### src/hw/ftb_cfg.svh
// Purpose: constants of the four-timer time base: offsets, fields, resets, counts
// Assumes: Avalon byte address = 4 * register index; data in bits 7:0
// Notes: included by its bare name from every design file that needs it
`ifndef FTB_CFG_SVH
`define FTB_CFG_SVH

// register indices (byte address is four times these)
`define FTB_IDX_CTRL 6'h05
`define FTB_IDX_A_LO 6'h0b
`define FTB_IDX_A_HI 6'h0c
`define FTB_IDX_FLAGS 6'h10
`define FTB_IDX_ENABLE 6'h11
`define FTB_IDX_B 6'h12
`define FTB_IDX_C 6'h13
`define FTB_IDX_PER_B 6'h14
`define FTB_IDX_PER_C 6'h15
`define FTB_IDX_D_LO 6'h16
`define FTB_IDX_D_HI 6'h17
`define FTB_IDX_PER_D_LO 6'h18
`define FTB_IDX_PER_D_HI 6'h19
`define FTB_IDX_CFG 6'h1a

// timer_zero_control fields
`define FTB_CTRL_INT_EDGE 7
`define FTB_CTRL_CNT_EDGE 6
`define FTB_CTRL_SRC 5
`define FTB_CTRL_PS_HI 4
`define FTB_CTRL_PS_LO 1
`define FTB_CTRL_RESET 8'h00
`define FTB_CTRL_WMASK 8'hfe

// flag and enable register fields
`define FTB_FLG_A 0
`define FTB_FLG_EDGE 1
`define FTB_FLG_INT 2
`define FTB_FLG_B 3
`define FTB_FLG_C 4
`define FTB_FLG_D 5
`define FTB_FLG_CAP 6
`define FTB_FLG_RESET 7'h00

// timer configuration fields
`define FTB_CFG_B_RUN 0
`define FTB_CFG_C_RUN 1
`define FTB_CFG_B_EXT 2
`define FTB_CFG_C_EXT 3
`define FTB_CFG_JOIN 4
`define FTB_CFG_D_RUN 5
`define FTB_CFG_D_EXT 6
`define FTB_CFG_CAP4 7
`define FTB_CFG_RESET 8'h00

// other reset values and counts
`define FTB_PER_RESET 8'hff
`define FTB_PER_D_RESET 16'hffff
`define FTB_INSN_LAST 2'h3

`endif

### src/hw/ftb_pkg.sv
// Purpose: shared types of the four-timer time base
// Assumes: numeric constants live in ftb_cfg.svh
// Notes: bus slave state is one-hot
package ftb_pkg;
  typedef logic [7:0] ftb_byte_t;
  typedef logic [15:0] ftb_word_t;
  typedef enum logic [1:0] {
    BUS_IDLE = 2'b01,
    BUS_ACK = 2'b10
  } ftb_bus_e;
endpackage

### src/hw/ftb_period_timer.sv
// Purpose: 8-bit up counter with its own period register
// Assumes: caller decides when to count and when to wrap
// Notes: a write to the count wins over clear and increment
`include "ftb_cfg.svh"

module ftb_period_timer import ftb_pkg::*; (
  // clock and reset
  input wire logic mclk,
  input wire logic reset_n,
  // count control
  input wire logic inc,
  input wire logic clr,
  // software writes
  input wire logic cntWr,
  input wire logic perWr,
  input wire logic [7:0] wrData,
  // state
  output ftb_byte_t count,
  output ftb_byte_t period,
  output logic atMatch
);
  assign atMatch = (count == period);

  // counter: write, wrap to zero, or step
  always_ff @(posedge mclk or negedge reset_n) begin
    if (!reset_n) begin
      count <= 8'h00;
    end else if (cntWr) begin
      count <= wrData;
    end else if (clr) begin
      count <= 8'h00;
    end else if (inc) begin
      count <= count + 8'h01;
    end
  end

  // period register
  always_ff @(posedge mclk or negedge reset_n) begin
    if (!reset_n) begin
      period <= `FTB_PER_RESET;
    end else if (perWr) begin
      period <= wrData;
    end
  end
endmodule // ftb_period_timer

### src/hw/ftb_prescaler.sv
// Purpose: 8-bit event prescaler with power-of-two ratio select
// Assumes: countEn is a one-cycle pulse per input event
// Notes: count content is not readable; clear restarts the ratio
module ftb_prescaler import ftb_pkg::*; (
  // clock and reset
  input wire logic mclk,
  input wire logic reset_n,
  // control
  input wire logic countEn,
  input wire logic clear,
  input wire logic [3:0] sel,
  // output pulse, one per ratio events
  output logic tick
);
  ftb_byte_t countR; // events seen in this ratio
  ftb_byte_t mask; // ratio minus one
  logic full; // last event of the ratio

  // code 1xxx saturates to 1:256
  genvar i;
  generate
    for (i = 0; i < 8; i++) begin : g_mask
      assign mask[i] = sel[3] | (sel[2:0] > 3'(i));
    end
  endgenerate

  assign full = ((countR & mask) == mask);
  assign tick = countEn & full & ~clear;

  // event counter, cleared by software writes
  always_ff @(posedge mclk or negedge reset_n) begin
    if (!reset_n) begin
      countR <= 8'h00;
    end else if (clear) begin
      countR <= 8'h00;
    end else if (countEn) begin
      countR <= full ? 8'h00 : countR + 8'h01;
    end
  end
endmodule // ftb_prescaler

### src/hw/ftb_top.sv
// Purpose: four timers (a, b, c, d) behind an Avalon-MM register slave
// Assumes: all pins synchronous to mclk; bus answers in the second cycle
// Notes: only byte lane 0 carries data; unmapped reads return zero
//
// The implementer's own choice: the Avalon-MM slave port.
`include "ftb_cfg.svh"

module ftb_top import ftb_pkg::*; (
  // clock and reset
  input wire logic mclk,
  input wire logic reset_n,
  // avalon-mm slave
  input wire logic [7:0] address,
  input wire logic read,
  input wire logic write,
  input wire logic [3:0] byteenable,
  input wire logic [31:0] writedata,
  output logic [31:0] readdata,
  output logic waitrequest,
  // timer pins
  input wire logic timer0ClockPin,
  input wire logic extIntPin,
  input wire logic sharedExtClockPin,
  input wire logic counterDClockPin,
  input wire logic captureTwoPin,
  // interrupt side
  input wire logic counterAVectorAck,
  output logic intRequest
);
  // bus slave state
  ftb_bus_e busR; // one-hot slave state
  ftb_bus_e busNxt;
  logic [5:0] regIdx; // word index of the access
  logic wrOk; // write takes effect this edge
  logic rdTake; // read data captured this edge
  ftb_byte_t wrByte; // lane 0 write data
  ftb_byte_t rdMux; // selected read byte

  // software registers
  ftb_byte_t timerZeroControlR; // timer_zero_control
  ftb_byte_t cfgR; // timer b/c/d configuration
  logic [6:0] flagsR; // sticky event flags
  logic [6:0] flagsNxt;
  logic [6:0] enableR; // interrupt enables
  logic [6:0] flagSet; // events this cycle
  logic [6:0] flagClr; // clears this cycle

  // write strobes per register
  logic wrCtrl, wrALo, wrAHi, wrFlags, wrEnable, wrCfg;
  logic wrB, wrC, wrPerB, wrPerC, wrDLo, wrDHi, wrPerDLo, wrPerDHi;

  // pin history for edge detection
  logic t0PrevR, intPrevR, sharedPrevR, dPinPrevR, capPrevR;

  // instruction clock divider
  logic [1:0] insnDivR;
  logic insnTick; // one pulse per four mclk

  // counter_a path
  ftb_byte_t counterALowR, counterAHighR;
  logic srcInternal; // count_source_select
  logic t0Edge; // selected timer0ClockPin edge
  logic psEn, psTick; // prescaler in and out
  logic wrA; // either byte written
  logic psToggleR; // prescaler output as a level
  logic syncOneR, syncTwoR, syncThreeR; // resynchroniser
  logic incA; // counter_a step
  logic overflowA;

  // counter_b/c path
  logic sharedFall; // falling edge of shared pin
  logic tickB, tickC, incB, incC, clrB, clrC;
  logic joinMode, wrap16;
  ftb_byte_t counterB, counterC, periodB, periodC;
  logic matchB, matchC;

  // counter_d path
  ftb_word_t counterDR, periodDR;
  logic tickD, incD, wrapD, capMode, capRise;

  // register decode
  assign regIdx = address[7:2];
  assign wrByte = writedata[7:0];
  assign wrOk = write & (busR == BUS_ACK) & byteenable[0];
  assign rdTake = read & (busR == BUS_IDLE);
  assign wrCtrl = wrOk & (regIdx == `FTB_IDX_CTRL);
  assign wrALo = wrOk & (regIdx == `FTB_IDX_A_LO);
  assign wrAHi = wrOk & (regIdx == `FTB_IDX_A_HI);
  assign wrFlags = wrOk & (regIdx == `FTB_IDX_FLAGS);
  assign wrEnable = wrOk & (regIdx == `FTB_IDX_ENABLE);
  assign wrB = wrOk & (regIdx == `FTB_IDX_B);
  assign wrC = wrOk & (regIdx == `FTB_IDX_C);
  assign wrPerB = wrOk & (regIdx == `FTB_IDX_PER_B);
  assign wrPerC = wrOk & (regIdx == `FTB_IDX_PER_C);
  assign wrDLo = wrOk & (regIdx == `FTB_IDX_D_LO);
  assign wrDHi = wrOk & (regIdx == `FTB_IDX_D_HI);
  assign wrPerDLo = wrOk & (regIdx == `FTB_IDX_PER_D_LO);
  assign wrPerDHi = wrOk & (regIdx == `FTB_IDX_PER_D_HI);
  assign wrCfg = wrOk & (regIdx == `FTB_IDX_CFG);

  // read select; unmapped indices read zero
  assign rdMux =
    (regIdx == `FTB_IDX_CTRL) ? timerZeroControlR :
    (regIdx == `FTB_IDX_A_LO) ? counterALowR :
    (regIdx == `FTB_IDX_A_HI) ? counterAHighR :
    (regIdx == `FTB_IDX_FLAGS) ? {1'b0, flagsR} :
    (regIdx == `FTB_IDX_ENABLE) ? {1'b0, enableR} :
    (regIdx == `FTB_IDX_B) ? counterB :
    (regIdx == `FTB_IDX_C) ? counterC :
    (regIdx == `FTB_IDX_PER_B) ? periodB :
    (regIdx == `FTB_IDX_PER_C) ? periodC :
    (regIdx == `FTB_IDX_D_LO) ? counterDR[7:0] :
    (regIdx == `FTB_IDX_D_HI) ? counterDR[15:8] :
    (regIdx == `FTB_IDX_PER_D_LO) ? periodDR[7:0] :
    (regIdx == `FTB_IDX_PER_D_HI) ? periodDR[15:8] :
    (regIdx == `FTB_IDX_CFG) ? cfgR : 8'h00;

  // every access waits exactly one cycle; keeps decode off the answer path
  assign waitrequest = (read | write) & (busR == BUS_IDLE);

  // slave state: idle, then one answer cycle
  always_comb begin
    case (busR)
      BUS_IDLE: busNxt = (read | write) ? BUS_ACK : BUS_IDLE;
      BUS_ACK: busNxt = BUS_IDLE;
      default: busNxt = BUS_IDLE;
    endcase
  end

  always_ff @(posedge mclk or negedge reset_n) begin
    if (!reset_n) begin
      busR <= BUS_IDLE;
    end else begin
      busR <= busNxt;
    end
  end

  // read data captured at the request edge, stands through the answer
  always_ff @(posedge mclk or negedge reset_n) begin
    if (!reset_n) begin
      readdata <= 32'h00000000;
    end else if (rdTake) begin
      readdata <= {24'h000000, rdMux};
    end
  end

  // control and configuration registers
  always_ff @(posedge mclk or negedge reset_n) begin
    if (!reset_n) begin
      timerZeroControlR <= `FTB_CTRL_RESET;
      cfgR <= `FTB_CFG_RESET;
      enableR <= `FTB_FLG_RESET;
    end else begin
      if (wrCtrl) timerZeroControlR <= wrByte & `FTB_CTRL_WMASK;
      if (wrCfg) cfgR <= wrByte;
      if (wrEnable) enableR <= wrByte[6:0];
    end
  end

  // pin history, one flop per pin
  always_ff @(posedge mclk or negedge reset_n) begin
    if (!reset_n) begin
      t0PrevR <= 1'b0;
      intPrevR <= 1'b0;
      sharedPrevR <= 1'b0;
      dPinPrevR <= 1'b0;
      capPrevR <= 1'b0;
    end else begin
      t0PrevR <= timer0ClockPin;
      intPrevR <= extIntPin;
      sharedPrevR <= sharedExtClockPin;
      dPinPrevR <= counterDClockPin;
      capPrevR <= captureTwoPin;
    end
  end

  // instruction clock: one tick every fourth mclk
  assign insnTick = (insnDivR == `FTB_INSN_LAST);

  always_ff @(posedge mclk or negedge reset_n) begin
    if (!reset_n) begin
      insnDivR <= 2'h0;
    end else begin
      insnDivR <= insnDivR + 2'h1;
    end
  end

  // counter_a clock source and edge choice
  assign srcInternal = timerZeroControlR[`FTB_CTRL_SRC];
  assign t0Edge = timerZeroControlR[`FTB_CTRL_CNT_EDGE] ?
    (timer0ClockPin & ~t0PrevR) : (~timer0ClockPin & t0PrevR);
  assign psEn = srcInternal ? insnTick : t0Edge;
  assign wrA = wrALo | wrAHi;

  ftb_prescaler u_prescaler (
    .mclk(mclk),
    .reset_n(reset_n),
    .countEn(psEn),
    .clear(wrA),
    .sel(timerZeroControlR[`FTB_CTRL_PS_HI:`FTB_CTRL_PS_LO]),
    .tick(psTick)
  );

  // external path: prescaler output becomes a level, then resynchronised
  // so the counter sees one clean step per prescaled pin period
  always_ff @(posedge mclk or negedge reset_n) begin
    if (!reset_n) begin
      psToggleR <= 1'b0;
      syncOneR <= 1'b0;
      syncTwoR <= 1'b0;
      syncThreeR <= 1'b0;
    end else begin
      if (psTick && !srcInternal) psToggleR <= ~psToggleR;
      syncOneR <= psToggleR;
      syncTwoR <= syncOneR;
      syncThreeR <= syncTwoR;
    end
  end

  assign incA = srcInternal ? psTick : (syncTwoR ^ syncThreeR);
  assign overflowA = incA & ~wrA & ({counterAHighR, counterALowR} == 16'hffff);

  // counter_a bytes; a written byte skips its step that cycle
  always_ff @(posedge mclk or negedge reset_n) begin
    if (!reset_n) begin
      counterALowR <= 8'h00;
      counterAHighR <= 8'h00;
    end else begin
      if (wrALo) counterALowR <= wrByte;
      else if (incA) counterALowR <= counterALowR + 8'h01;
      if (wrAHi) counterAHighR <= wrByte;
      else if (incA && !wrALo && counterALowR == 8'hff)
        counterAHighR <= counterAHighR + 8'h01;
    end
  end

  // counter_b/c clocking and period compare
  assign sharedFall = ~sharedExtClockPin & sharedPrevR;
  assign joinMode = cfgR[`FTB_CFG_JOIN];
  assign tickB = cfgR[`FTB_CFG_B_EXT] ? sharedFall : insnTick;
  assign tickC = cfgR[`FTB_CFG_C_EXT] ? sharedFall : insnTick;
  assign incB = cfgR[`FTB_CFG_B_RUN] & tickB;
  assign wrap16 = joinMode & incB & matchB & matchC;
  assign clrB = joinMode ? wrap16 : (incB & matchB);
  assign incC = joinMode ? (incB & (counterB == 8'hff))
                         : (cfgR[`FTB_CFG_C_RUN] & tickC);
  assign clrC = joinMode ? wrap16 : (incC & matchC);

  ftb_period_timer u_counter_b (
    .mclk(mclk),
    .reset_n(reset_n),
    .inc(incB),
    .clr(clrB),
    .cntWr(wrB),
    .perWr(wrPerB),
    .wrData(wrByte),
    .count(counterB),
    .period(periodB),
    .atMatch(matchB)
  );

  ftb_period_timer u_counter_c (
    .mclk(mclk),
    .reset_n(reset_n),
    .inc(incC),
    .clr(clrC),
    .cntWr(wrC),
    .perWr(wrPerC),
    .wrData(wrByte),
    .count(counterC),
    .period(periodC),
    .atMatch(matchC)
  );

  // counter_d: period wrap, or free run while period_d captures
  assign capMode = cfgR[`FTB_CFG_CAP4];
  assign capRise = captureTwoPin & ~capPrevR;
  assign tickD = cfgR[`FTB_CFG_D_EXT] ? (counterDClockPin & ~dPinPrevR) : insnTick;
  assign incD = cfgR[`FTB_CFG_D_RUN] & tickD;
  assign wrapD = incD & (capMode ? (counterDR == 16'hffff) : (counterDR == periodDR));

  always_ff @(posedge mclk or negedge reset_n) begin
    if (!reset_n) begin
      counterDR <= 16'h0000;
    end else if (wrDLo) begin
      counterDR <= {counterDR[15:8], wrByte};
    end else if (wrDHi) begin
      counterDR <= {wrByte, counterDR[7:0]};
    end else if (wrapD) begin
      counterDR <= 16'h0000;
    end else if (incD) begin
      counterDR <= counterDR + 16'h0001;
    end
  end

  // period_d doubles as capture register in capture mode
  always_ff @(posedge mclk or negedge reset_n) begin
    if (!reset_n) begin
      periodDR <= `FTB_PER_D_RESET;
    end else if (capMode && capRise) begin
      periodDR <= counterDR;
    end else if (wrPerDLo) begin
      periodDR <= {periodDR[15:8], wrByte};
    end else if (wrPerDHi) begin
      periodDR <= {wrByte, periodDR[7:0]};
    end
  end

  // event flags: set wins over write-one-to-clear and vector ack
  assign flagSet[`FTB_FLG_A] = overflowA;
  assign flagSet[`FTB_FLG_EDGE] = ~srcInternal & t0Edge;
  assign flagSet[`FTB_FLG_INT] = timerZeroControlR[`FTB_CTRL_INT_EDGE] ?
    (extIntPin & ~intPrevR) : (~extIntPin & intPrevR);
  assign flagSet[`FTB_FLG_B] = joinMode ? wrap16 : (incB & matchB);
  assign flagSet[`FTB_FLG_C] = ~joinMode & incC & matchC;
  assign flagSet[`FTB_FLG_D] = wrapD;
  assign flagSet[`FTB_FLG_CAP] = capMode & capRise;
  assign flagClr = (wrFlags ? wrByte[6:0] : 7'h00) |
                   {6'h00, counterAVectorAck};
  assign flagsNxt = (flagsR & ~flagClr) | flagSet;

  always_ff @(posedge mclk or negedge reset_n) begin
    if (!reset_n) begin
      flagsR <= `FTB_FLG_RESET;
    end else begin
      flagsR <= flagsNxt;
    end
  end

  // masked request; each flag gated by its own enable
  assign intRequest = |(flagsR & enableR);
endmodule // ftb_top

### config.mk
export PLATFORM = sky130hd
export DESIGN_NAME = ftb_top
export DESIGN_NICKNAME = d
export VERILOG_FILES = /design/src/hw/ftb_pkg.sv /design/src/hw/ftb_period_timer.sv /design/src/hw/ftb_prescaler.sv /design/src/hw/ftb_top.sv
export VERILOG_INCLUDE_DIRS = /design/src /design/src/hw
export SDC_FILE = /design/constraint.sdc
export NUM_CORES = 1
export LEC_CHECK = 0
export ABC_AREA = 0
export BUFFER_PORTS_ARGS = -buffer_cell sky130_fd_sc_hd__buf_2
export CAP_MARGIN = 40
export CORE_AREA = 5 5 123 125
export CTS_BUF_LIST = sky130_fd_sc_hd__clkbuf_16
export DETAILED_ROUTE_END_ITERATION = 16
export DIE_AREA = 0 0 128 130
export GPL_TIMING_DRIVEN = 0
export PLACE_DENSITY = 0.85
export SLEW_MARGIN = 20
export SYNTH_ARGS = -nofsm -noshare
export SYNTH_HDL_FRONTEND = slang
export SYNTH_SLANG_ARGS = --single-unit
### constraint.sdc
create_clock -name mclk -period 5.5 [get_ports mclk]
set_clock_uncertainty 0.15 [all_clocks]
set_input_delay 1.65 -clock mclk [delete_from_list [all_inputs] [get_ports mclk]]
set_output_delay 1.65 -clock mclk [all_outputs]
set_load 0.02 [all_outputs]
* Word level (Yosys, flattened, before mapping)
Cells that the tools add are included.
Widths: inputs -> output; s select.
** Cells by class
- $add $sub $neg :: 7
- Magnitude comparators :: 8
- Equal/unequal tests :: 27
- Multiplexer cells :: 48
- Bitwise gates (word level) :: 72
- Reduce and logical (&&, ||, !) cells :: 19
** Operators with widths (count)
- $mux 8 :: 28
- $mux 16 :: 6
- $eq 6x5->1 const B :: 11
- $and 1x1->1 :: 43
- $add 8x1->8 const B :: 5
- $eq 16x16->1 const B :: 2
- $eq 8x8->1 :: 3
- $add 16x1->16 const B :: 1
- $eq 16x16->1 :: 1
- $eq 8x8->1 const B :: 2
- $and 7x7->7 :: 2
- $eq 6x4->1 const B :: 2
- $gt 3x3->1 const B :: 4
- $not 1->1 :: 12
- $reduce_bool 3->1 :: 4
- $mux 1 :: 11
- $or 1x1->1 :: 10
- $reduce_bool 2->1 :: 5
- $and 8x8->8 :: 1
- $mux 7 :: 1
- $not 7->7 :: 1
- $or 7x1->7 :: 1
- $or 7x7->7 :: 1
- $reduce_or 7->1 :: 1
- other kinds (13) :: 23
** Word-level totals
- Bits in registers :: 138
- Bits of input ports :: 54
- Output and inout bits :: 34
- Logic and storage cells :: 208

* Logic depth before layout (Yosys ltp)
Gate-level depths: netlist of the first run.
- Depth in word-level cells :: 15
- Mapped depth :: 9
- Mapped depth without buffers :: 8

* Modules after synthesis
From an unflattened synthesis of the first run, not the netlist that was laid out.
** Unflattened totals
- Cell total of the unflattened synthesis :: 983
- Area total of the unflattened synthesis :: 8934.8 um^2
** Modules (own cells, without submodules)
- ftb_top :: times used 1, cells an instance 750, area an instance 6485.0 um^2, seq. area each 2473.6 um^2
- ftb_period_timer :: times used 2, cells an instance 83, area an instance 908.4 um^2, seq. area each 410.4 um^2
- ftb_prescaler :: times used 1, cells an instance 67, area an instance 633.1 um^2, seq. area each 200.2 um^2

* Worst setup path before layout of the first run
No wires, ideal clock.
- Path type :: input -> output
- From :: in write
- To :: out waitrequest
- Arrival :: 1902 ps
- Required time :: 3700 ps
- Slack :: 1798 ps
- Cell stages on the path :: 1
- Path buffers :: 0
- Cells stage by stage :: o21a_1
** Between the ends
- Word-level cells in the longest chain between the ends :: 2
** RTL lines
- start, declared :: RTL line ftb_top.sv:15 : input wire logic write,
- $or 1x1->1 :: RTL line ftb_top.sv:119 : assign waitrequest = (read | write) & (busR == BUS_IDLE);
- $and 1x1->1 :: RTL line ftb_top.sv:119
- end, declared :: RTL line ftb_top.sv:19 : output logic waitrequest,
No other way between the ends.

* Worst setup path in the final report of the first run
- From :: in address[2]
- To :: reg readdata[1]
** Between the ends
- Word-level cells in the longest chain between the ends :: 15
- Elaborated cells between the ends (all ways) :: 28
- Those cells by class :: eq/ne (14); mux (14)
** RTL lines
- start, declared :: RTL line ftb_top.sv:13 : input wire logic [7:0] address,
- $eq 6x5->1 (no source line)
- $mux 8 :: RTL line ftb_top.sv:116 : (regIdx == `FTB_IDX_CFG) ? cfgR : 8'h00;
- $mux 8 :: RTL line ftb_top.sv:115 : (regIdx == `FTB_IDX_PER_D_HI) ? periodDR[15:8] :
- $mux 8 :: RTL line ftb_top.sv:114 : (regIdx == `FTB_IDX_PER_D_LO) ? periodDR[7:0] :
- $mux 8 :: RTL line ftb_top.sv:113 : (regIdx == `FTB_IDX_D_HI) ? counterDR[15:8] :
- $mux 8 :: RTL line ftb_top.sv:112 : (regIdx == `FTB_IDX_D_LO) ? counterDR[7:0] :
- $mux 8 :: RTL line ftb_top.sv:111 : (regIdx == `FTB_IDX_PER_C) ? periodC :
- $mux 8 :: RTL line ftb_top.sv:110 : (regIdx == `FTB_IDX_PER_B) ? periodB :
- $mux 8 :: RTL line ftb_top.sv:109 : (regIdx == `FTB_IDX_C) ? counterC :
- $mux 8 :: RTL line ftb_top.sv:108 : (regIdx == `FTB_IDX_B) ? counterB :
- $mux 8 :: RTL line ftb_top.sv:107 : (regIdx == `FTB_IDX_ENABLE) ? {1'b0, enableR} :
- $mux 8 :: RTL line ftb_top.sv:106 : (regIdx == `FTB_IDX_FLAGS) ? {1'b0, flagsR} :
- $mux 8 :: RTL line ftb_top.sv:105 : (regIdx == `FTB_IDX_A_HI) ? counterAHighR :
- $mux 8 :: RTL line ftb_top.sv:104 : (regIdx == `FTB_IDX_A_LO) ? counterALowR :
- $mux 8 (*) :: RTL line ftb_top.sv:103 : (regIdx == `FTB_IDX_CTRL) ? timerZeroControlR :
- end signal, assigned :: RTL line ftb_top.sv:143 : readdata <= {24'h000000, rdMux};
- end, declared :: RTL line ftb_top.sv:18 : output logic [31:0] readdata,
Every way passes the cells marked *; elsewhere a longest branch is shown, timed or not.
A chain may end at the register's enable or synchronous reset.

==> PnR_summary.wiki, run 1 <==
{| class="wikitable"
! Metric !! Value
|-
| Result of the run || complete, no violations
|-
| Hold path endpoint || syncTwoR$_DFF_PN0_
|-
| Detailed-router iteration count before antenna repair || 5
|-
| Worst setup path class || input port to register
|-
| Final max-slew violation count || 0
|-
| Final-layout fill cell count || 1087
|-
| Data arrival time at the worst-slack endpoint || 4.12 ns
|-
| TritonCTS Buffers || 17
|-
| Number of placed cells counting well taps || 1217
|-
| Final min period || 3.98 ns
|-
| Yosys top cell by area || sky130_fd_sc_hd__dfrtp_1
|-
| Placed Area || 9330 µm²
|-
| Most frequent cell after synthesis || sky130_fd_sc_hd__dfrtp_1
|-
| Number of antenna violations at the first check in global routing || 0
|-
| LEAKAGE || 4.34 nW
|-
| Layout Nets || 1117
|-
| Proportion of layout cells with a drive suffix above 1 || 19.3%
|-
| Worst-Margin Slew || 0.878 ns
|-
| Async set or reset register ratio after synthesis || 100%
|-
| Synth Warn # || 0
|-
| Dominant combinational cell family by area after synthesis || simple AND/OR/NAND/NOR gates
|-
| Number of top-level pins || 88
|-
| Routed Wire Length || 27000 µm
|-
| Site Rows || 43
|-
| Prevailing post-synth register cell || sky130_fd_sc_hd__dfrtp_1
|-
| Number of cells on the worst hold path || 0
|-
| Distinct cell type count after synthesis || 73
|-
| Minimum setup slack among reg-to-reg paths || 2.35 ns
|-
| Final setup slack of the worst path || 1.52 ns
|-
| Maximum number of pins on one net before global-route repair || 78
|-
| Hold Path Origin || syncOneR$_DFF_PN0_
|-
| Routed len/inst || 21.6 µm
|-
| Required @ worst endpoint || 5.64 ns
|-
| Worst IR drop on VDD || 0.242 mV
|-
| FMAX || 251 MHz
|-
| Avg Vias per Cell || 6.65
|-
| Portion of the post-synthesis area used by sequential elements || 39.7%
|-
| Clk root buf || sky130_fd_sc_hd__clkbuf_16
|-
| Number of levels in the clock H-tree || 4
|-
| Number of cells traversed by the worst register-to-register path || 8
|-
| Clock-pin slew on the worst setup and hold paths || 0.06 ns
|-
| Ratio of total power to cell area || 315 nW/µm²
|-
| Antenna Violating Nets Remaining || 0
|-
| Number of remaining DRC errors || 0
|-
| Congestion Overflow GR || 0
|-
| R2r endpoint || counterDR[6]$_DFFE_PN0P_
|-
| Overall via count from detail_route || 8318
|-
| Setup repair after global routing missed its margin || false
|-
| Fraction of the mapped netlist area in compound gates || 18.5%
|-
| Placer congestion estimate || 0.994
|-
| Post-route fraction of the period consumed by the critical path || 72.3%
|-
| Half-perimeter wire length of the detailed placement result || 18900 µm
|-
| Path category of the worst min-delay check || register to register
|-
| Via count of the first global-routing pass || 7751
|-
| First-pass GRT wire length || 42200 µm
|-
| Hold violation count in the final report || 0
|-
| Max-capacitance violation count || 0
|-
| Worst setup timing slack at the placement stage || 1.18 ns
|-
| Mean Syn Cell Area || 9.00 µm²
|-
| Final instance count without filler cells || 1251
|-
| Endpoints failing setup || 0
|-
| Top cells by area, synth || sky130_fd_sc_hd__dfrtp_1 30%, sky130_fd_sc_hd__dfstp_2 9.8%, sky130_fd_sc_hd__mux2_2 5.8%
|-
| Summed instance area of the synthesized netlist || 8810 µm²
|-
| Setup crit end kind || register
|-
| Critical Path Fanout Max || 10
|-
| Number of I/O port buffers || 34
|-
| Post-synth EDFFs || 0
|-
| Placeable core area || 13800 µm²
|-
| Fin Setup TNS || 0 ns
|-
| R2r startpoint || insnDivR[0]$_DFF_PN0_
|-
| TritonCTS Sinks || 138
|-
| First-iteration detailed-routing DRC count || 1231
|-
| Area Growth Syn to Fin || 12.5%
|-
| Total routing usage reported by global routing || 33.1%
|-
| Post-synthesis simple-gate area fraction || 20.4%
|-
| Clock latency on the worst-skew pair || 0.44 ns
|-
| Post-layout instance area || 9910 µm²
|-
| Count of hold-fix buffers inserted at cts || 0
|-
| Final hold slack || 0.203 ns
|-
| Top cells by instance count after synthesis || 105 x sky130_fd_sc_hd__dfrtp_1, 97 x sky130_fd_sc_hd__a21oi_1, 94 x sky130_fd_sc_hd__nor2_1, 92 x sky130_fd_sc_hd__nand2_1, 49 x sky130_fd_sc_hd__o21ai_0
|-
| Share of cell area taken by muxes after synthesis || 10.5%
|-
| Die Y-Extent || 130 µm
|-
| XOR/XNOR Fraction of Synth Area || 4.37%
|-
| CTS tree || built
|-
| Worst setup SP type || input port
|-
| Floorplan die area || 16600 µm²
|-
| Post-CTS sizing || 0
|-
| Initial Util || 64.0%
|-
| Post-CTS Setup Bufs || 0
|-
| Adder-cell area share of the yosys netlist || 0.994%
|-
| Seq cells post-synth || 138
|-
| Post-synthesis instance total || 979
|-
| Max-slew headroom at the worst pin || 41.4%
|-
| Die Wd || 128 µm
|-
| Clock buffer depth || 2
|-
| Area share of the largest cell type after synthesis || 29.8%
|}
worst max-delay path, cell delays in order:
cell and delay, ns:
sky130_fd_sc_hd__buf_2 0.14, sky130_fd_sc_hd__buf_2 0.26, sky130_fd_sc_hd__buf_1 0.57, sky130_fd_sc_hd__clkbuf_1 0.50
sky130_fd_sc_hd__a21oi_1 0.13, sky130_fd_sc_hd__a21oi_1 0.24, sky130_fd_sc_hd__a211oi_1 0.08, sky130_fd_sc_hd__a221oi_1 0.39
sky130_fd_sc_hd__o22ai_1 0.16
area by class of cell:
cell class	count	area, µm²	area share (%)
diodes	2	5.00	0.0505
plain buffers	85	432	4.35
clock buffers	17	425	4.29
clock inverters	15	153	1.54
inverters	14	52.6	0.530
multi-input cells	765	4920	49.6
flip-flops and latches	138	3490	35.3
well taps	180	225	2.27
repair buffers	35	208	2.10
through the flow:
stage          utilization [%]  power [mW]
4_1_cts                   71.9        3.11
3_3_place_gp              67.5        1.95
3_5_place_dp              67.7        1.98
5_1_grt                   71.9        3.25
2_1_floorplan                -        1.76
6_report                  72.0        3.12
kinds of logic after synthesis:
family / Yosys count
simple gates: 353
compound gates: 253
flops: 138
buf+inv: 99
mux: 84
xor+xnor: 44
fa+ha+maj: 7
other cells: 1
flip-flops by register name (all words and copies together) (netlist names), 2 cells and up:
name	flops
u_counter_b.period	8
u_counter_b.count	8
counterALowR	8
u_prescaler.countR	8
counterAHighR	8
flagsR	7
readdata	8
u_counter_c.count	8
busR	2
u_counter_c.period	8
timerZeroControlR	7
cfgR	8
enableR	7
insnDivR	2
periodDR	16
counterDR	16
report_power, final:
group          switching, mW  internal, mW
Sequential             0.162          1.18
Combinational          0.384         0.267
Clock                  0.462         0.666
cell usage in the layout, fill, tap and decap left out, drive strengths merged, types with 8 or more instances in the layout:
master	n
dfstp	33
xor2	15
inv	17
dfrtp	105
nand4	16
o22ai	17
a21oi	97
and3	10
nand2b	12
nand3b	8
xnor2	29
a22oi	16
nand2	92
and2	13
o21ai	50
conb	24
mux2	45
clkbuf	57
a21o	9
nor2	96
mux2i	37
nand3	22
a221o	11
buf	80
nor2b	11
nor3	32
routing by layer:
layer / track usage, % / wire, µm / vias to the layer above
met5: 0 / 0 / -
met1: 44.3 / 10400 / 3982
met2: 51.1 / 12100 / 543
met3: 7.86 / 3280 / 118
met4: 15.9 / 1240 / 0
li1: - / - / 3675
how the worst max path moves through the flow:
stage / cells past startpoint / slack, ns / startpoint / end
2_1_floorplan: 1 / 1.80 / write / waitrequest
3_3_place_gp: 1 / 0.75 / reset_n / u_prescaler.countR[6]$_DFFE_PN0P_
3_5_place_dp: 7 / 1.18 / address[3] / readdata[1]$_DFFE_PN0P_
4_1_cts: 3 / 1.56 / write / waitrequest
5_1_grt: 7 / 1.44 / address[3] / readdata[1]$_DFFE_PN0P_
6_report: 9 / 1.52 / address[2] / readdata[1]$_DFFE_PN0P_
No activity file was read; power rests on OpenSTA's default activity.
==> run 2: changes to the inputs <==
- CORE_AREA: 5 5 123 125 -> 5 5 128 130
- DIE_AREA: 0 0 128 130 -> 0 0 133 135
- PLACE_DENSITY: 0.85 -> 0.79
- clock period: 5.5 -> 3.9 ns (I/O delays scaled with it)
==> PnR_summary.wiki, run 2 (same netlist as run 1, synthesis figures left out) <==
{| class="wikitable"
! Metric !! Value
|-
| Result of the run || complete, no violations
|-
| Ratio of total power to cell area || 452 nW/µm²
|-
| Critical Path Fanout Max || 10
|-
| Worst setup timing slack at the placement stage || -0.0624 ns
|-
| Overall via count from detail_route || 8235
|-
| Routed Wire Length || 27300 µm
|-
| Sw frac || 31.2%
|-
| TritonCTS Sinks || 138
|-
| Final min period || 3.64 ns
|-
| Initial Util || 58.6%
|-
| Final max-slew violation count || 0
|-
| Hold violation count in the final report || 0
|-
| Clock-pin slew on the worst setup and hold paths || 0.06 ns
|-
| Minimum setup slack among reg-to-reg paths || 0.83 ns
|-
| Setup crit end kind || register
|-
| Site Rows || 45
|-
| Final setup slack of the worst path || 0.262 ns
|-
| Endpoints failing setup || 0
|-
| Number of remaining DRC errors || 0
|-
| Number of placed cells counting well taps || 1225
|-
| LEAKAGE || 4.37 nW
|-
| Placer congestion estimate || 0.980
|-
| Max-slew headroom at the worst pin || 39.4%
|-
| Area Growth Syn to Fin || 13.2%
|-
| Data arrival time at the worst-slack endpoint || 3.78 ns
|-
| Number of top-level pins || 88
|-
| Avg Vias per Cell || 6.54
|-
| # diodes || 0
|-
| Most common cell after layout, fill and taps aside || sky130_fd_sc_hd__dfrtp_1
|-
| Worst-Margin Slew || 0.909 ns
|-
| Final core utilization || 66.3%
|-
| Top cell by count, worst path || sky130_fd_sc_hd__buf_2
|-
| Post-CTS sizing || 0
|-
| Antenna Violating Nets Remaining || 0
|-
| Comb pwr share || 20.3%
|-
| Half-perimeter wire length of the detailed placement result || 19200 µm
|-
| Clock buffer depth || 2
|-
| Total routing usage reported by global routing || 30.8%
|-
| Worst setup SP type || input port
|-
| Fin Setup TNS || 0 ns
|-
| Highest-count cells in the layout ignoring fill and taps || 105 x sky130_fd_sc_hd__dfrtp_1, 97 x sky130_fd_sc_hd__a21oi_1, 94 x sky130_fd_sc_hd__nor2_1
|-
| Routed len/inst || 21.7 µm
|-
| Psw || 1.40 mW
|-
| Final instance count without filler cells || 1259
|-
| First-iteration detailed-routing DRC count || 980
|-
| Final hold slack || 0.199 ns
|-
| Max-capacitance violation count || 0
|-
| Layout Nets || 1119
|-
| Via count of the first global-routing pass || 7690
|-
| Floorplan die area || 18000 µm²
|-
| TritonCTS Buffers || 17
|-
| Setup repair after global routing missed its margin || false
|-
| Sequential power share || 42.0%
|-
| Final-layout fill cell count || 1216
|-
| Worst setup path class || input port to register
|-
| Required @ worst endpoint || 4.04 ns
|-
| Path category of the worst min-delay check || register to register
|-
| Die Y-Extent || 135 µm
|-
| Fraction of power consumed by the clock network || 37.7%
|-
| Die Wd || 133 µm
|-
| Critical Path Max Stage Delay || 0.45 ns
|-
| Count of hold-fix buffers inserted at cts || 0
|-
| FMAX || 275 MHz
|-
| Number of I/O port buffers || 34
|-
| Maximum number of pins on one net before global-route repair || 72
|-
| Proportion of layout cells with a drive suffix above 1 || 19.2%
|-
| Internal power of the cells || 3.10 mW
|-
| Congestion Overflow GR || 0
|-
| Detailed-router iteration count before antenna repair || 6
|-
| Clk root buf || sky130_fd_sc_hd__clkbuf_16
|-
| Max stage delay cell, worst path || sky130_fd_sc_hd__a221oi_1
|-
| First-pass GRT wire length || 43100 µm
|-
| Regs by FF count || counterDR: 16 flops, periodDR: 16 flops
|-
| Post-route fraction of the period consumed by the critical path || 93.3%
|-
| Placeable core area || 15000 µm²
|-
| Clock latency on the worst-skew pair || 0.44 ns
|-
| CTS tree || built
|-
| Worst IR drop on VDD || 0.336 mV
|-
| Number of antenna violations at the first check in global routing || 0
|-
| Crit-path cells || buf_2, buf_2, buf_2, buf_2, mux2i_1, o21ai_0, a21oi_1, a211oi_1, a221oi_1, o22ai_1
|-
| Post-CTS Setup Bufs || 0
|-
| Number of levels in the clock H-tree || 4
|}
run 2: area by class of cell:
type | count | area, µm² | share of cell area (%)
clock buffer | 17 | 425 | 4.27
buffer | 85 | 432 | 4.33
sequential | 138 | 3490 | 35.1
inverter | 14 | 52.6 | 0.527
clock inverter | 15 | 181 | 1.82
timing repair buffer | 37 | 230 | 2.31
tap | 188 | 235 | 2.36
multi-input combinational | 765 | 4920 | 49.3
run 2: critical path: cells and delay by family:
family | cells | cell delay (ns)
buf+inv | 4 | 1.12
compound gates | 5 | 1.09
mux | 1 | 0.38
run 2: per-stage QoR:
stage	cell area (µm²)	power, mW
global placement	9300	2.75
CTS	9950	4.48
global route	9970	4.70
detailed placement	9340	2.78
finish	9970	4.50
floorplan	8900	2.48
run 2: path summary, 6_finish.rpt:
check / startpoint / end / depth (start not counted)
worst min register to register: syncOneR$_DFF_PN0_ / syncTwoR$_DFF_PN0_ / 0
worst min-delay path: syncOneR$_DFF_PN0_ / syncTwoR$_DFF_PN0_ / 0
min in group asynchronous: reset_n / u_counter_c.count[3]$_DFFE_PN0P_ / 1
max in group asynchronous: reset_n / u_counter_b.period[1]$_DFFE_PN1P_ / 2
worst max-delay path: address[2] / readdata[1]$_DFFE_PN0P_ / 10
worst max register to register: insnDivR[0]$_DFF_PN0_ / counterDR[4]$_DFFE_PN0P_ / 8
run 2: layer usage:
layer | track usage (%) | vias to the layer above | share of wire, %
met3 | 6.86 | 107 | 10
li1 | - | 3667 | -
met4 | 12.4 | 0 | 4.1
met1 | 42.9 | 3975 | 41
met5 | 0 | - | 0
met2 | 46.7 | 486 | 45
run 2: power by group through the flow:
stage	Combinational, mW	Sequential (mW)	Clock [mW]
6_report	0.913	1.89	1.70
5_1_grt	1.00	1.91	1.78
4_1_cts	0.898	1.88	1.71
3_5_place_dp	0.884	1.90	0
3_3_place_gp	0.863	1.89	0
2_1_floorplan	0.598	1.88	0
==> run 3: changes to the inputs <==
- ABC_AREA: 0 -> not set
- CELL_PAD_IN_SITES_DETAIL_PLACEMENT: not set -> 1
- CELL_PAD_IN_SITES_GLOBAL_PLACEMENT: not set -> 2
- CORE_AREA: 5 5 128 130 -> 5 5 161 163
- DIE_AREA: 0 0 133 135 -> 0 0 166 168
- RECOVER_POWER: not set -> 100
==> PnR_summary.wiki, run 3 (same netlist as run 1, synthesis figures left out) <==
{| class="wikitable"
! Metric !! Value
|-
| First-pass GRT wire length || 49900 µm
|-
| Max-capacitance violation count || 1
|-
| Initial Util || 36.4%
|-
| Worst-Margin Slew || 1.52 ns
|-
| Number of remaining DRC errors || 0
|-
| Congestion Overflow GR || 0
|-
| Routed len/inst || 23.0 µm
|-
| Most common cell after layout, fill and taps aside || sky130_fd_sc_hd__dfrtp_1
|-
| Endpoints failing setup || 0
|-
| FMAX || 267 MHz
|-
| Highest-count cells in the layout ignoring fill and taps || 105 x sky130_fd_sc_hd__dfrtp_1, 97 x sky130_fd_sc_hd__a21oi_1, 94 x sky130_fd_sc_hd__nor2_1
|-
| Post-CTS Setup Bufs || 0
|-
| Final min period || 3.75 ns
|-
| Avg Vias per Cell || 5.77
|-
| Sequential power share || 41.2%
|-
| Detailed-router iteration count before antenna repair || 5
|-
| CTS tree || built
|-
| TritonCTS Sinks || 138
|-
| Die Y-Extent || 168 µm
|-
| Site Rows || 57
|-
| Overall via count from detail_route || 8090
|-
| Setup repair after global routing missed its margin || false
|-
| Final core utilization || 42.0%
|-
| CP bufs+invs || 4
|-
| Setup crit end kind || register
|-
| Final instance count without filler cells || 1401
|-
| Worst setup SP type || input port
|-
| Post-route fraction of the period consumed by the critical path || 96.0%
|-
| Number of placed cells counting well taps || 1367
|-
| Hold Path Origin || syncOneR$_DFF_PN0_
|-
| Final hold slack || 0.216 ns
|-
| Max stage delay cell, worst path || sky130_fd_sc_hd__clkbuf_1
|-
| Clock latency on the worst-skew pair || 0.44 ns
|-
| Placeable core area || 24200 µm²
|-
| Floorplan die area || 27900 µm²
|-
| TritonCTS Buffers || 17
|-
| Final setup slack of the worst path || 0.155 ns
|-
| Kind of cell adding the most delay to the critical path || buffers and inverters
|-
| Hold violation count in the final report || 0
|-
| Required @ worst endpoint || 4.05 ns
|-
| Proportion of layout cells with a drive suffix above 1 || 17.5%
|-
| Regs by FF count || counterDR: 16 flops, periodDR: 16 flops
|-
| Fraction of power consumed by the clock network || 39.2%
|-
| # diodes || 0
|-
| Worst setup timing slack at the placement stage || -0.0813 ns
|-
| Die Wd || 166 µm
|-
| Half-perimeter wire length of the detailed placement result || 23400 µm
|-
| Antenna Violating Nets Remaining || 0
|-
| CP startpoint || address[2]
|-
| R2r startpoint || insnDivR[0]$_DFF_PN0_
|-
| Number of levels in the clock H-tree || 4
|-
| First-iteration detailed-routing DRC count || 660
|-
| Number of I/O port buffers || 34
|-
| Number of antenna violations at the first check in global routing || 0
|-
| Path category of the worst min-delay check || register to register
|-
| Placer congestion estimate || 0.920
|-
| Result of the run || complete, but fails checks
|-
| Maximum number of pins on one net before global-route repair || 81
|-
| Failing checks || capacitance limit, slew limit
|-
| Via count of the first global-routing pass || 8264
|-
| Top cell by count, worst path || sky130_fd_sc_hd__clkbuf_1
|-
| Critical Path Max Stage Delay || 0.55 ns
|-
| Sw frac || 32.5%
|-
| Data arrival time at the worst-slack endpoint || 3.89 ns
|-
| Area Growth Syn to Fin || 15.3%
|-
| Comb pwr share || 19.6%
|-
| Worst IR drop on VDD || 0.225 mV
|-
| Max-slew headroom at the worst pin || -1.35%
|-
| Clock-pin slew on the worst setup and hold paths || 0.07 ns
|-
| Clock buffer depth || 2
|-
| Critical Path Fanout Max || 10
|-
| Post-CTS sizing || 0
|-
| Worst setup path class || input port to register
|-
| Layout Nets || 1125
|-
| Psw || 1.50 mW
|-
| Internal power of the cells || 3.11 mW
|-
| Number of top-level pins || 88
|-
| Crit-path cells || clkbuf_1, buf_2, clkbuf_1, clkbuf_1, a21oi_1, a21oi_1, a211oi_1, a221oi_1, o22ai_1
|-
| Ratio of total power to cell area || 454 nW/µm²
|-
| Final max-slew violation count || 60
|-
| LEAKAGE || 4.33 nW
|-
| Total routing usage reported by global routing || 23.0%
|-
| Routed Wire Length || 32200 µm
|-
| Clk root buf || sky130_fd_sc_hd__clkbuf_16
|-
| Count of hold-fix buffers inserted at cts || 0
|}
run 3: per-stage QoR:
stage	area [µm²]	TNS (ns)	power, mW
global placement	9470	-64.10	2.80
CTS	10200	0	4.66
global route	10200	0	4.81
detailed placement	9570	-0.111	2.83
finish	10200	0	4.61
floorplan	8900	0	2.48
run 3: final cells by class:
cell class,count,area (µm²)
Buffer,85,427
Clock buffer,17,425
Clock inverter,15,215
Fill cell,2846,14000
Inverter,14,52.6
Multi-Input combinational cell,765,4890
Sequential cell,138,3490
Tap cell,324,405
Timing Repair Buffer,43,243
run 3: path summary, 6_finish.rpt:
kind | to | slack [ns] | cells past startpoint
hold reg to reg | syncTwoR$_DFF_PN0_ | 0.22 | 0
setup reg to reg | counterDR[10]$_DFFE_PN0P_ | 0.59 | 8
min in group asynchronous | counterDR[11]$_DFFE_PN0P_ | 0.93 | 1
max in group asynchronous | flagsR[3]$_DFF_PN0_ | 0.66 | 2
setup / recovery | readdata[1]$_DFFE_PN0P_ | 0.15 | 9
hold / removal | syncTwoR$_DFF_PN0_ | 0.22 | 0
run 3: worst reg2reg max path: cells and delay by family, from the launching register on:
family	cells	cell delay, ns
adders and majority gates	1	0.46
AOI/OAI and AO/OA	2	0.81
buffers and inverters	1	0.37
and+or+nand+nor	4	1.06
DFF	1	0.34
run 3: routing by layer:
layer	up-vias	share of wire, %	routed length [µm]	GRT usage [%]
met2	210	46	15000	36.4
met4	2	2.3	756	7.32
met3	49	4.3	1380	4.15
met1	4139	47	15100	31.9
li1	3690	-	-	-
met5	-	0.26	83	2.09
run 3: power groups by stage:
| stage | registers (mW) | logic, mW | clock network, mW |
|---|---|---|---|
| after global routing | 1.93 | 0.996 | 1.89 |
| after global placement | 1.91 | 0.885 | 0 |
| after detailed placement | 1.92 | 0.916 | 0 |
| after floorplan | 1.88 | 0.598 | 0 |
| final | 1.90 | 0.902 | 1.81 |
| after CTS | 1.90 | 0.923 | 1.84 |
